File: src/hw/esd_map.vh
`ifndef ESD_MAP_VH
`define ESD_MAP_VH
// Register byte offsets
`define ESD_PHY_CONTROL_ONE_OFF 8'h00
`define ESD_LINK_STATUS_OFF 8'h04
`define ESD_NEG_RESULT_OFF 8'h08
`define ESD_MAC_CONTROL_TWO_OFF 8'h0C
`define ESD_MAC_COLL_RETRY_OFF 8'h10
`define ESD_MAC_IPG_OFF 8'h14
`define ESD_MAC_B2B_GAP_OFF 8'h18
// phy_control_one fields
`define ESD_SPEED_BIT 13
`define ESD_AUTONEG_BIT 12
`define ESD_RENEG_BIT 9
`define ESD_DUPLEX_BIT 8
`define ESD_PHY_CONTROL_ONE_RST 16'h1000
// link_status fields
`define ESD_ST_FAST_BIT 0
`define ESD_ST_FULL_BIT 1
`define ESD_ST_POL_BIT 2
`define ESD_ST_DONE_BIT 3
`define ESD_ST_PARTNER_NEG_BIT 4
`define ESD_ST_DEFER_BIT 5
`define ESD_ST_ABORTS_LSB 8
// mac_control_two full duplex bit
`define ESD_MAC_FULL_BIT 0
`define ESD_MAC_CONTROL_TWO_RST 16'h40B2
`define ESD_MAC_COLL_RETRY_RST 16'h370F
`define ESD_MAC_IPG_RST 16'h0C12
`define ESD_MAC_B2B_GAP_RST 16'h0012
// Collision backoff time, ns, and cycles at 10 ns
`define ESD_BACKOFF_NS 5120
`define ESD_CLK_NS 10
`define ESD_BACKOFF_CYC (`ESD_BACKOFF_NS / `ESD_CLK_NS)
// AXI response codes
`define ESD_RESP_OKAY 2'h0
`define ESD_RESP_SLVERR 2'h2
`endif

File: src/hw/esd_sync3.v
module esd_sync3 #(
   parameter WIDTH = 1
) (
   // Clock and reset
   input wire clk,
   input wire rst_n,
   // Asynchronous input and filtered result
   input wire [WIDTH-1:0] async_in,
   output reg [WIDTH-1:0] sync_out
);
   reg [WIDTH-1:0] s1_r;
   reg [WIDTH-1:0] s2_r;
   reg [WIDTH-1:0] s3_r;

   // Change is accepted once the second and third stages agree
   always @(posedge clk) begin
      if (!rst_n) begin
         s1_r <= {WIDTH{1'b0}};
         s2_r <= {WIDTH{1'b0}};
         s3_r <= {WIDTH{1'b0}};
         sync_out <= {WIDTH{1'b0}};
      end else begin
         s1_r <= async_in;
         s2_r <= s1_r;
         s3_r <= s2_r;
         if (s2_r == s3_r) begin
            sync_out <= s3_r;
         end
      end
   end
endmodule // esd_sync3

File: src/hw/esd_speed_duplex.v
// Our own choices: the AXI4-Lite register port and the register addresses.
`include "esd_map.vh"

// Summary of operation
// Four modes: 10/100, half or full duplex
// Speed/duplex from manual bits or negotiation
// 10Base-T corrects reversed receive polarity only
// Half duplex defers while remote carrier present
// Remote nodes defer while we transmit
// Half duplex collision aborts, retries later
// Full duplex ignores carrier and collisions
// Clearing autoneg_enable selects manual settings
// manual_speed_fast set selects 100Base-TX
// manual_full_duplex set selects full duplex
// Host programs both speed and duplex
// Host updates MAC timing after mode change
// autoneg_enable resets to one
// Manual bits ignored, unreported under negotiation; the code still reads them back in phy_control_one
// No partner negotiation: parallel detect, half
// Effective mode from negotiation or manual bits
module esd_speed_duplex (
   // Clock and reset
   input wire clk,
   input wire rst_n,
   // AXI4-Lite write address
   input wire [7:0] s_axi_awaddr,
   input wire s_axi_awvalid,
   output reg s_axi_awready,
   // AXI4-Lite write data
   input wire [31:0] s_axi_wdata,
   input wire [3:0] s_axi_wstrb,
   input wire s_axi_wvalid,
   output reg s_axi_wready,
   // AXI4-Lite write response
   output reg [1:0] s_axi_bresp,
   output reg s_axi_bvalid,
   input wire s_axi_bready,
   // AXI4-Lite read address
   input wire [7:0] s_axi_araddr,
   input wire s_axi_arvalid,
   output reg s_axi_arready,
   // AXI4-Lite read data
   output reg [31:0] s_axi_rdata,
   output reg [1:0] s_axi_rresp,
   output reg s_axi_rvalid,
   input wire s_axi_rready,
   // Negotiation engine results (asynchronous, from the PHY analog side)
   input wire neg_done,
   input wire neg_partner_able,
   input wire neg_fast,
   input wire neg_full,
   input wire pd_fast,
   // Receive pair polarity detector, 1 when reversed
   input wire twisted_pair_receive_reversed,
   // Medium status from the PHY (asynchronous)
   input wire carrier_sense,
   input wire collision,
   // MAC transmit request, same clock domain
   input wire tx_request,
   input wire tx_done,
   // Mode and control outputs
   output reg eff_speed_fast,
   output reg eff_full_duplex,
   output reg rx_polarity_invert,
   output reg reneg_pulse,
   output reg tx_enable,
   output reg tx_abort,
   output reg tx_deferring
);
   localparam integer BACKOFF_CYC = `ESD_BACKOFF_CYC;

   // Transmit control states, one-hot
   localparam [3:0] ST_IDLE = 4'h1;
   localparam [3:0] ST_DEFER = 4'h2;
   localparam [3:0] ST_SEND = 4'h4;
   localparam [3:0] ST_BACKOFF = 4'h8;

   wire [7:0] ph_in = {collision, carrier_sense, twisted_pair_receive_reversed, pd_fast,
                       neg_full, neg_fast, neg_partner_able, neg_done};
   wire [7:0] ph_sync;
   wire s_done = ph_sync[0];
   wire s_partner = ph_sync[1];
   wire s_neg_fast = ph_sync[2];
   wire s_neg_full = ph_sync[3];
   wire s_pd_fast = ph_sync[4];
   wire s_rev = ph_sync[5];
   wire s_crs = ph_sync[6];
   wire s_col = ph_sync[7];

   esd_sync3 #(.WIDTH(8)) u_sync (
      .clk(clk),
      .rst_n(rst_n),
      .async_in(ph_in),
      .sync_out(ph_sync)
   );

   reg autoneg_enable_r;
   reg manual_speed_fast_r;
   reg manual_full_duplex_r;
   reg [15:0] mac_control_two_r;
   reg [15:0] mac_collision_retry_control_r;
   reg [15:0] mac_interpacket_gap_r;
   reg [15:0] mac_back_to_back_gap_r;
   reg [3:0] tx_state_r;
   reg [3:0] tx_state_nxt;
   reg [15:0] backoff_cnt_r;
   reg [7:0] abort_cnt_r;

   // Effective mode selection
   reg neg_fast_res, neg_full_res, mode_fast, mode_full;
   always @* begin
      if (s_partner) begin
         neg_fast_res = s_neg_fast;
         neg_full_res = s_neg_full;
      end else begin
         neg_fast_res = s_pd_fast;
         neg_full_res = 1'b0;
      end
      if (autoneg_enable_r) begin
         mode_fast = neg_fast_res;
         mode_full = neg_full_res;
      end else begin
         mode_fast = manual_speed_fast_r;
         mode_full = manual_full_duplex_r;
      end
   end

   // AXI write channel: address and data accepted in either order
   reg aw_held_r;
   reg w_held_r;
   reg [7:0] aw_addr_r;
   reg [31:0] w_data_r;
   reg [3:0] w_strb_r;
   wire aw_take = s_axi_awvalid & s_axi_awready;
   wire w_take = s_axi_wvalid & s_axi_wready;
   wire [7:0] wa = aw_held_r ? aw_addr_r : s_axi_awaddr;
   wire [31:0] wd = w_held_r ? w_data_r : s_axi_wdata;
   wire [3:0] ws = w_held_r ? w_strb_r : s_axi_wstrb;
   wire wr_fire = (aw_held_r | aw_take) & (w_held_r | w_take) & ~s_axi_bvalid;

   function [15:0] merge16;
      input [15:0] old;
      input [31:0] data;
      input [3:0] strb;
      begin
         merge16 = {strb[1] ? data[15:8] : old[15:8], strb[0] ? data[7:0] : old[7:0]};
      end
   endfunction

   always @(posedge clk) begin
      if (!rst_n) begin
         s_axi_awready <= 1'b0;
         s_axi_wready <= 1'b0;
         s_axi_bvalid <= 1'b0;
         s_axi_bresp <= `ESD_RESP_OKAY;
         aw_held_r <= 1'b0;
         w_held_r <= 1'b0;
         aw_addr_r <= 8'h00;
         w_data_r <= 32'h00000000;
         w_strb_r <= 4'h0;
         autoneg_enable_r <= 1'b1;
         manual_speed_fast_r <= 1'b0;
         manual_full_duplex_r <= 1'b0;
         reneg_pulse <= 1'b0;
         mac_control_two_r <= `ESD_MAC_CONTROL_TWO_RST;
         mac_collision_retry_control_r <= `ESD_MAC_COLL_RETRY_RST;
         mac_interpacket_gap_r <= `ESD_MAC_IPG_RST;
         mac_back_to_back_gap_r <= `ESD_MAC_B2B_GAP_RST;
      end else begin
         reneg_pulse <= 1'b0;
         s_axi_awready <= ~aw_held_r & ~aw_take & ~s_axi_bvalid;
         s_axi_wready <= ~w_held_r & ~w_take & ~s_axi_bvalid;
         if (aw_take) begin
            aw_addr_r <= s_axi_awaddr;
         end
         if (w_take) begin
            w_data_r <= s_axi_wdata;
            w_strb_r <= s_axi_wstrb;
         end
         if (wr_fire) begin
            aw_held_r <= 1'b0;
            w_held_r <= 1'b0;
            s_axi_awready <= 1'b0;
            s_axi_wready <= 1'b0;
            s_axi_bvalid <= 1'b1;
            s_axi_bresp <= `ESD_RESP_OKAY;
            case (wa)
               `ESD_PHY_CONTROL_ONE_OFF: begin
                  if (ws[1]) begin
                     manual_speed_fast_r <= wd[`ESD_SPEED_BIT];
                     autoneg_enable_r <= wd[`ESD_AUTONEG_BIT];
                     manual_full_duplex_r <= wd[`ESD_DUPLEX_BIT];
                     reneg_pulse <= wd[`ESD_RENEG_BIT];
                  end
               end
               `ESD_MAC_CONTROL_TWO_OFF: mac_control_two_r <= merge16(mac_control_two_r, wd, ws);
               `ESD_MAC_COLL_RETRY_OFF: mac_collision_retry_control_r <=
                  merge16(mac_collision_retry_control_r, wd, ws);
               `ESD_MAC_IPG_OFF: mac_interpacket_gap_r <= merge16(mac_interpacket_gap_r, wd, ws);
               `ESD_MAC_B2B_GAP_OFF: mac_back_to_back_gap_r <= merge16(mac_back_to_back_gap_r, wd, ws);
               `ESD_LINK_STATUS_OFF, `ESD_NEG_RESULT_OFF: s_axi_bresp <= `ESD_RESP_OKAY;
               default: s_axi_bresp <= `ESD_RESP_SLVERR;
            endcase
         end else begin
            if (aw_take) begin
               aw_held_r <= 1'b1;
            end
            if (w_take) begin
               w_held_r <= 1'b1;
            end
         end
         if (s_axi_bvalid & s_axi_bready) begin
            s_axi_bvalid <= 1'b0;
            s_axi_awready <= ~aw_held_r;
            s_axi_wready <= ~w_held_r;
         end
      end
   end

   // AXI read channel
   reg [31:0] rd_val;
   reg rd_ok;
   always @* begin
      rd_val = 32'h00000000;
      rd_ok = 1'b1;
      case (s_axi_araddr)
         `ESD_PHY_CONTROL_ONE_OFF: begin
            rd_val[`ESD_AUTONEG_BIT] = autoneg_enable_r;
            // Under negotiation the manual bits do not reflect the mode
            rd_val[`ESD_SPEED_BIT] = manual_speed_fast_r;
            rd_val[`ESD_DUPLEX_BIT] = manual_full_duplex_r;
         end
         `ESD_LINK_STATUS_OFF: begin
            rd_val[`ESD_ST_FAST_BIT] = eff_speed_fast;
            rd_val[`ESD_ST_FULL_BIT] = eff_full_duplex;
            rd_val[`ESD_ST_POL_BIT] = rx_polarity_invert;
            rd_val[`ESD_ST_DONE_BIT] = s_done;
            rd_val[`ESD_ST_PARTNER_NEG_BIT] = s_partner;
            rd_val[`ESD_ST_DEFER_BIT] = tx_deferring;
            rd_val[`ESD_ST_ABORTS_LSB +: 8] = abort_cnt_r;
         end
         `ESD_NEG_RESULT_OFF: rd_val[1:0] = {neg_full_res, neg_fast_res};
         `ESD_MAC_CONTROL_TWO_OFF: rd_val[15:0] = mac_control_two_r;
         `ESD_MAC_COLL_RETRY_OFF: rd_val[15:0] = mac_collision_retry_control_r;
         `ESD_MAC_IPG_OFF: rd_val[15:0] = mac_interpacket_gap_r;
         `ESD_MAC_B2B_GAP_OFF: rd_val[15:0] = mac_back_to_back_gap_r;
         default: rd_ok = 1'b0;
      endcase
   end

   always @(posedge clk) begin
      if (!rst_n) begin
         s_axi_arready <= 1'b0;
         s_axi_rvalid <= 1'b0;
         s_axi_rdata <= 32'h00000000;
         s_axi_rresp <= `ESD_RESP_OKAY;
      end else begin
         s_axi_arready <= ~s_axi_rvalid & ~(s_axi_arvalid & s_axi_arready);
         if (s_axi_arvalid & s_axi_arready) begin
            s_axi_rvalid <= 1'b1;
            s_axi_rdata <= rd_val;
            s_axi_rresp <= rd_ok ? `ESD_RESP_OKAY : `ESD_RESP_SLVERR;
         end else if (s_axi_rvalid & s_axi_rready) begin
            s_axi_rvalid <= 1'b0;
            s_axi_arready <= 1'b1;
         end
      end
   end

   // Registered mode outputs
   always @(posedge clk) begin
      if (!rst_n) begin
         eff_speed_fast <= 1'b0;
         eff_full_duplex <= 1'b0;
         rx_polarity_invert <= 1'b0;
      end else begin
         eff_speed_fast <= mode_fast;
         eff_full_duplex <= mode_full;
         rx_polarity_invert <= ~mode_fast & s_rev;
      end
   end

   // Transmit access control
   wire busy_medium = s_crs & ~eff_full_duplex;
   wire coll_hit = s_col & ~eff_full_duplex;

   always @* begin
      tx_state_nxt = tx_state_r;
      case (tx_state_r)
         ST_IDLE: begin
            if (tx_request) begin
               tx_state_nxt = busy_medium ? ST_DEFER : ST_SEND;
            end
         end
         ST_DEFER: begin
            if (!busy_medium) begin
               tx_state_nxt = ST_SEND;
            end
         end
         ST_SEND: begin
            if (coll_hit) begin
               tx_state_nxt = ST_BACKOFF;
            end else if (tx_done) begin
               tx_state_nxt = ST_IDLE;
            end
         end
         ST_BACKOFF: begin
            // Retry defers only if the medium is busy, never in full duplex
            if (backoff_cnt_r == 16'h0000) begin
               tx_state_nxt = busy_medium ? ST_DEFER : ST_SEND;
            end
         end
         default: tx_state_nxt = ST_IDLE;
      endcase
   end

   always @(posedge clk) begin
      if (!rst_n) begin
         tx_state_r <= ST_IDLE;
         backoff_cnt_r <= 16'h0000;
         abort_cnt_r <= 8'h00;
         tx_enable <= 1'b0;
         tx_abort <= 1'b0;
         tx_deferring <= 1'b0;
      end else begin
         tx_state_r <= tx_state_nxt;
         tx_abort <= 1'b0;
         if (tx_state_r == ST_SEND && tx_state_nxt == ST_BACKOFF) begin
            backoff_cnt_r <= BACKOFF_CYC[15:0] - 16'h0001;
            abort_cnt_r <= abort_cnt_r + 8'h01;
            tx_abort <= 1'b1;
         end else if (backoff_cnt_r != 16'h0000) begin
            backoff_cnt_r <= backoff_cnt_r - 16'h0001;
         end
         tx_enable <= (tx_state_nxt == ST_SEND);
         tx_deferring <= (tx_state_nxt == ST_DEFER);
      end
   end
endmodule // esd_speed_duplex

File: config.mk
export PLATFORM = sky130hd
export DESIGN_NAME = esd_speed_duplex
export DESIGN_NICKNAME = d
export VERILOG_FILES = /design/src/hw/esd_sync3.v /design/src/hw/esd_speed_duplex.v
export VERILOG_INCLUDE_DIRS = /design/src /design/src/hw
export SDC_FILE = /design/constraint.sdc
export NUM_CORES = 1
export LEC_CHECK = 0
export BUFFER_PORTS_ARGS = -buffer_cell sky130_fd_sc_hd__clkbuf_2
export CORE_AREA = 2 2 157 159
export CTS_CLUSTER_DIAMETER = 60
export DETAILED_ROUTE_END_ITERATION = 10
export DIE_AREA = 0 0 159 161
export PLACE_DENSITY = 0.5
export SLEW_MARGIN = 15
export SYNTH_ARGS = -nofsm -noshare
export SYNTH_HDL_FRONTEND = slang
export SYNTH_HIERARCHICAL = 1
export SYNTH_SLANG_ARGS = --single-unit
export TNS_END_PERCENT = 5
File: constraint.sdc
create_clock -name clk -period 4.61 [get_ports clk]
set_clock_uncertainty 0.05 [all_clocks]
set_input_delay 0.922 -clock clk [delete_from_list [all_inputs] [get_ports clk]]
set_output_delay 0.922 -clock clk [all_outputs]
set_load 0.05 [all_outputs]
; Word level (Yosys, flattened, before mapping)
; Index checks and enable logic that the tools add are counted.
[classes]
div = 0
n_lt_le_gt_ge = 0
mul = 0
n_mux = 35
shift = 0
reduce_logical = 22
eq_ne = 20
n_addsub = 2
bitwise = 27
[op_table]
columns = op, n
row1 = "equality test 8 x 5 -> 1 bit, second input constant", 6
row2 = "equality test 8 x 4 -> 1 bit, second input constant", 4
row3 = AND reduction 3 bit, 9
row4 = case mux 2 bit (6 select lines), 2
row5 = 2-to-1 mux 4 bit, 5
row6 = case mux 4 bit (5 select lines), 1
row7 = 2-to-1 mux 9 bit, 2
row8 = "equality test 8 x 3 -> 1 bit, second input constant", 2
row9 = zero test 16 bit, 1
row10 = zero test 8 bit, 2
row11 = 2-to-1 mux 16 bit, 1
row12 = case mux 4 bit (4 select lines), 1
row13 = nonzero test 16 bit, 1
row14 = "subtractor 16 x 1 -> 16 bit, second input constant", 1
row15 = AND 1 bit, 15
row16 = case mux 3 bit (5 select lines), 1
row17 = 2-to-1 mux 1 bit, 14
row18 = OR reduction 7 bit, 2
row19 = inverter 1 bit, 10
row20 = case mux 2 bit (5 select lines), 1
row21 = "adder 8 x 1 -> 8 bit, second input constant", 1
row22 = "equality test 4 x 2 -> 1 bit, second input constant", 2
row23 = "equality test 4 x 3 -> 1 bit, second input constant", 2
row24 = "equality test 4 bit, second input constant", 2
row25 = other kinds (12), 18
[totals]
out_inout_bits = 48
rom_bits = 0
mem_count = 0
mem_bits_rw = 0
ff_bits = 187
latchBits = 0

; Depth between registers and ports, before layout
[logic_depth]
depth_word = 8
mapped_depth = 8
ltp_nobuf = 7

; By module
; Netlist, hierarchy kept.
[modules_own_cells]
columns = module, instances, cells_each, area_each_um2, seq_area_each_um2
row1 = esd_speed_duplex, 1, 808, 7153.1, 3062.9
row2 = esd_sync3, 1, 95, 1041.0, 640.6

; Worst setup path after synthesis
; OpenSTA, ideal clock, no wires.
[synth_path]
path_type = input to register
startpoint = input s_axi_araddr[5]
endpoint = register s_axi_rdata[5]
path_slack_ns = 2.089
n_path_buf = 1
cell_stages = 6
t_arrival_ns = 2.406
cell_sequence = or4_1 -> or2_2 -> clkbuf_1 -> nor2_1 -> a221oi_1 -> nor2_1
[synth_between]
elab_chain_cells = 2
[synth_lines]
columns = element, line_no
row1 = start: declaration, esd_speed_duplex.v:39  ; input wire [7:0] s_axi_araddr,
row2 = equality test 8 x 5 -> 1 bit (tied with other cells), esd_speed_duplex.v:226  ; case (s_axi_araddr)
row3 = case mux 4 bit (5 select lines) *, esd_speed_duplex.v:226
row4 = end signal: assignment, esd_speed_duplex.v:261  ; s_axi_rdata <= rd_val;
row5 = end: declaration, esd_speed_duplex.v:43  ; output reg [31:0] s_axi_rdata,
; Mark *: on every way between the ends. The rest lies on a longest branch, timed or not.
; A chain may end at the register's enable or synchronous reset.

; Worst setup path in the final report
[layout_path]
startpoint = register w_held_r
endpoint = register mac_back_to_back_gap_r[4]
[layout_between]
elab_chain_cells = 4
[layout_lines]
columns = element, line_no
row1 = start: declaration, esd_speed_duplex.v:130  ; reg w_held_r;
row2 = start signal: assignment, esd_speed_duplex.v:157  ; w_held_r <= 1'b0;
row3 = start signal: assignment, esd_speed_duplex.v:182  ; w_held_r <= 1'b0;
row4 = start signal: assignment, esd_speed_duplex.v:209  ; w_held_r <= 1'b1;
row5 = OR 1 bit, esd_speed_duplex.v:139  ; wire wr_fire = (aw_held_r | aw_take) & (w_held_r | w_take) & ~s_axi_bvalid;
row6 = AND 1 bit (2 in series), esd_speed_duplex.v:139
row7 = AND reduction 3 bit (no source line), n/a
row8 = end signal: assignment, esd_speed_duplex.v:168  ; mac_back_to_back_gap_r <= `ESD_MAC_B2B_GAP_RST;
row9 = end signal: assignment, esd_speed_duplex.v:200  ; `ESD_MAC_B2B_GAP_OFF: mac_back_to_back_gap_r <= merge16(mac_back_to_back_gap_r, wd, ws);
row10 = end: declaration, esd_speed_duplex.v:103  ; reg [15:0] mac_back_to_back_gap_r;
; Several ways; a longest one is shown, not always the timed one.

==> out/summary.txt <==
Crit path top cell by count: nand2_1
Asr flop ratio synth: 0%
Die Wd: 159 um
Cell leakage power: 0.00360 uW
Post-cts resize count: 0
Crit. End Element: register
Worst Path Class, Setup: reg -> reg
Worst vdd ir: 0.283 mV
Top layer in use: met4
Reg2reg setup slack: 1.75 ns
Hold buffer count at cts: 0
Area Overhead vs Synth: 14.4%
Cts bufs inserted: 17
Register bit total from synthesis: 185
Die ar.: 25,600 sq um
Critical path, cell by cell: nand2_1, a211o_1, nor4_4, mux2i_1, nand2_1
Final #Nets: 1,028
Largest net degree at the start of global routing: 128
Post-Synth Adder-Cell Area: 0.458%
Global route overflow: 0
Mapped Cells: 903
Met1 WL: 9.70 mm
RSZ-0062 raised after global routing: no
Crit path DAT: 3.11 ns
Main combinational cell family by area after synthesis: simple AND/OR/NAND/NOR gates
Number of global-route vias before repair: 5,844
Core area: 24,000 sq um
Fmax: 0.349 GHz
Post-CTS Setup Inserts: 0
Hold Path Class: reg -> reg
All-Layer GR Usage: 15.0%
Synth top area cells: dfxtp_1 45%, mux2i_1 8.2%, nand2_1 7.4%
Fin crit share: 62.1%
Syn. warnings: 6
Outcome: finished, final reports clean
Setup-failing EPs final: 0
H-tree levels: 4
I/O pin total: 117
Clk slew on worst S/H paths: 0.08 ns
Max-slew violations: 0
Avg Inst Size Synth: 9.07 sq um
Drt total wl: 19.0 mm
Ys flop type: dfxtp_1
HPWL after detailed placement: 13.0 mm
Pre-antenna DRT Iters: 4
Initial antenna violation count: 0
WP buf/inv: 0
Fraction of synthesized area in multiplexers: 12.2%
Hold slack final: 0.386 ns
Met2 Wirelength: 8.62 mm
Slew @ Worst Pin: 1.02 ns
Path length in cells of the critical path: 5
First-pass GRT wire length: 31.1 mm
Number of distinct library cells after synthesis: 58
Xor and xnor area share after synthesis: 3.10%
Seq/Total Area, Yosys: 45.2%
Total number of vias: 6,153
IO Port Bufs: 80
Slowest cell on crit path: dfxtp_1
Wirelength per Cell: 14.7 um
Max clock buf depth: 2
Post-synthesis simple-gate area fraction: 22.4%
Filler Cell Count: 2,483
CTS tree: done
Top-area cell type share of the netlist area: 45.2%
Fin Setup TNS: 0 ns
Hold Vio Cnt, Final: 0
Rel. slew slack: 32.0%
Initial DRC Count: 348
Share of post-route cells with drive strength above 1: 16.6%
Initial Utilization: 34.2%
Ant. Diodes: 0
CP top delay family: simple AND/OR/NAND/NOR gates
Reg2Reg Depth: 5
Post-route non-filler standard cell count: 1,293
DRC: 0
Met3 WL post-DR: 488 um
Placer congestion estimate: 0.745
Post-synthesis cell area: 8190 sq um
Die Ht: 161 um
PD cells: 431 nW/um^2
Crit path max fanout: 23
Clock root buffer: clkbuf_16
Max cap viols: 0
Clock latency on the worst-skew pair: 0.43 ns
Tmin final: 2.86 ns
Top cell type by total area after synthesis: dfxtp_1
EDFF count, synth: 0
Synth Area in Compound Gates: 12.0%
CP required: 4.85 ns
Hold Path Depth: 1
Cell Rows: 57
Max stage delay on crit path: 0.99 ns
Crit path launch type: register
Inst Count DP: 1,261
Clk sinks: 185
Vias per Instance: 4.76
Post-DRT Antenna Nets: 0
## area by class of cell
| type | count | area, sq um | area share [%] |
|---|---|---|---|
| Clock inverter | 15 | 173 | 1.84 |
| Sequential cell | 185 | 3700 | 39.5 |
| Inverter | 6 | 22.5 | 0.240 |
| Multi-Input combinational cell | 660 | 4180 | 44.6 |
| Tap cell | 324 | 405 | 4.33 |
| Timing Repair Buffer | 86 | 460 | 4.91 |
| Clock buffer | 17 | 425 | 4.54 |
## registers in the layout, summed over array words and instances, names as in the netlist, 16 cells and up
name and flops:
backoff_cnt_r 16, w_data_r 16, mac_control_two_r 16, s_axi_rdata 16, mac_collision_retry_control_r 16, mac_back_to_back_gap_r 16, mac_interpacket_gap_r 16
## cell usage in the layout, fill, tap and decap left out, drive strengths merged, types with 25 or more instances in the layout
master,Yosys,routed
and2,38,38
a21boi,37,37
mux2i,68,68
nand2,162,162
dfxtp,185,185
nand3,36,36
o21ai,53,53
clkbuf,38,96
mux2,25,25
nor2,42,42
## cells by family after synthesis
logic type | count (synthesis)
adder cells (fa/ha/maj) | 3
XOR/XNOR | 29
AND/OR/NAND/NOR | 364
flip-flops | 185
multiplexers | 94
other | 1
buffers and inverters | 75
AO/OA/AOI/OAI | 152
## where the power goes
part           switching (uW)  leakage [uW]  internal [uW]  total [uW]
clock network             709      0.000298            783        1490
logic                     467       0.00180            281         748
registers                 104       0.00150           1700        1800
total                    1280       0.00360           2760        4040
## path summary, 6_finish.rpt
| kind | start | endpoint |
|---|---|---|
| setup / recovery | w_held_r$_SDFFE_PP0P_ | mac_back_to_back_gap_r[4]$_SDFFE_PN1P_ |
| setup reg to reg | w_held_r$_SDFFE_PP0P_ | mac_back_to_back_gap_r[4]$_SDFFE_PN1P_ |
| hold reg to reg | u_sync/s1_r[0]$_SDFF_PN0_ | u_sync/s2_r[0]$_SDFF_PN0_ |
| hold / removal | u_sync/s1_r[0]$_SDFF_PN0_ | u_sync/s2_r[0]$_SDFF_PN0_ |
## per-stage QoR
| step | utilization, % | power, uW | setup WS (ns) | cell area (sq um) |
|---|---|---|---|---|
| 2_1_floorplan | - | 2420 | 2.09 | 8260 |
| 3_3_place_gp | 36.6 | 2590 | 1.55 | 8770 |
| 3_5_place_dp | 36.6 | 2590 | 1.49 | 8770 |
| 4_1_cts | 39.1 | 4090 | 1.73 | 9370 |
| 5_1_grt | 39.1 | 4250 | 1.56 | 9370 |
| 6_report | 39.1 | 4040 | 1.75 | 9370 |
## worst register-to-register path, stage by stage, from the launching register on
cell and delay (ns):
dfxtp_1 0.99, nand2_1 0.12, a211o_1 0.37, nor4_4 0.85
mux2i_1 0.27, nand2_1 0.06
## synth_stat cells (8+ instances only)
cell / number
a21oi_1: 18
nand2_1: 161
nor2b_1: 8
mux2_2: 25
dfxtp_1: 185
buf_4: 19
a21boi_0: 37
mux2i_1: 67
and2_1: 38
xor2_1: 18
nor4_1: 10
o21ai_0: 52
xnor2_1: 11
nor3_1: 15
nor3b_1: 10
a221oi_1: 9
clkbuf_1: 38
nor2_1: 41
nand3_1: 36
## layer usage
metal	up-vias	track usage [%]
li1	3219	-
met1	2835	20.6
met2	87	24.1
met3	12	2.98
met4	0	4.09
met5	-	0
Note: power is estimated with default switching activity, not from simulation.
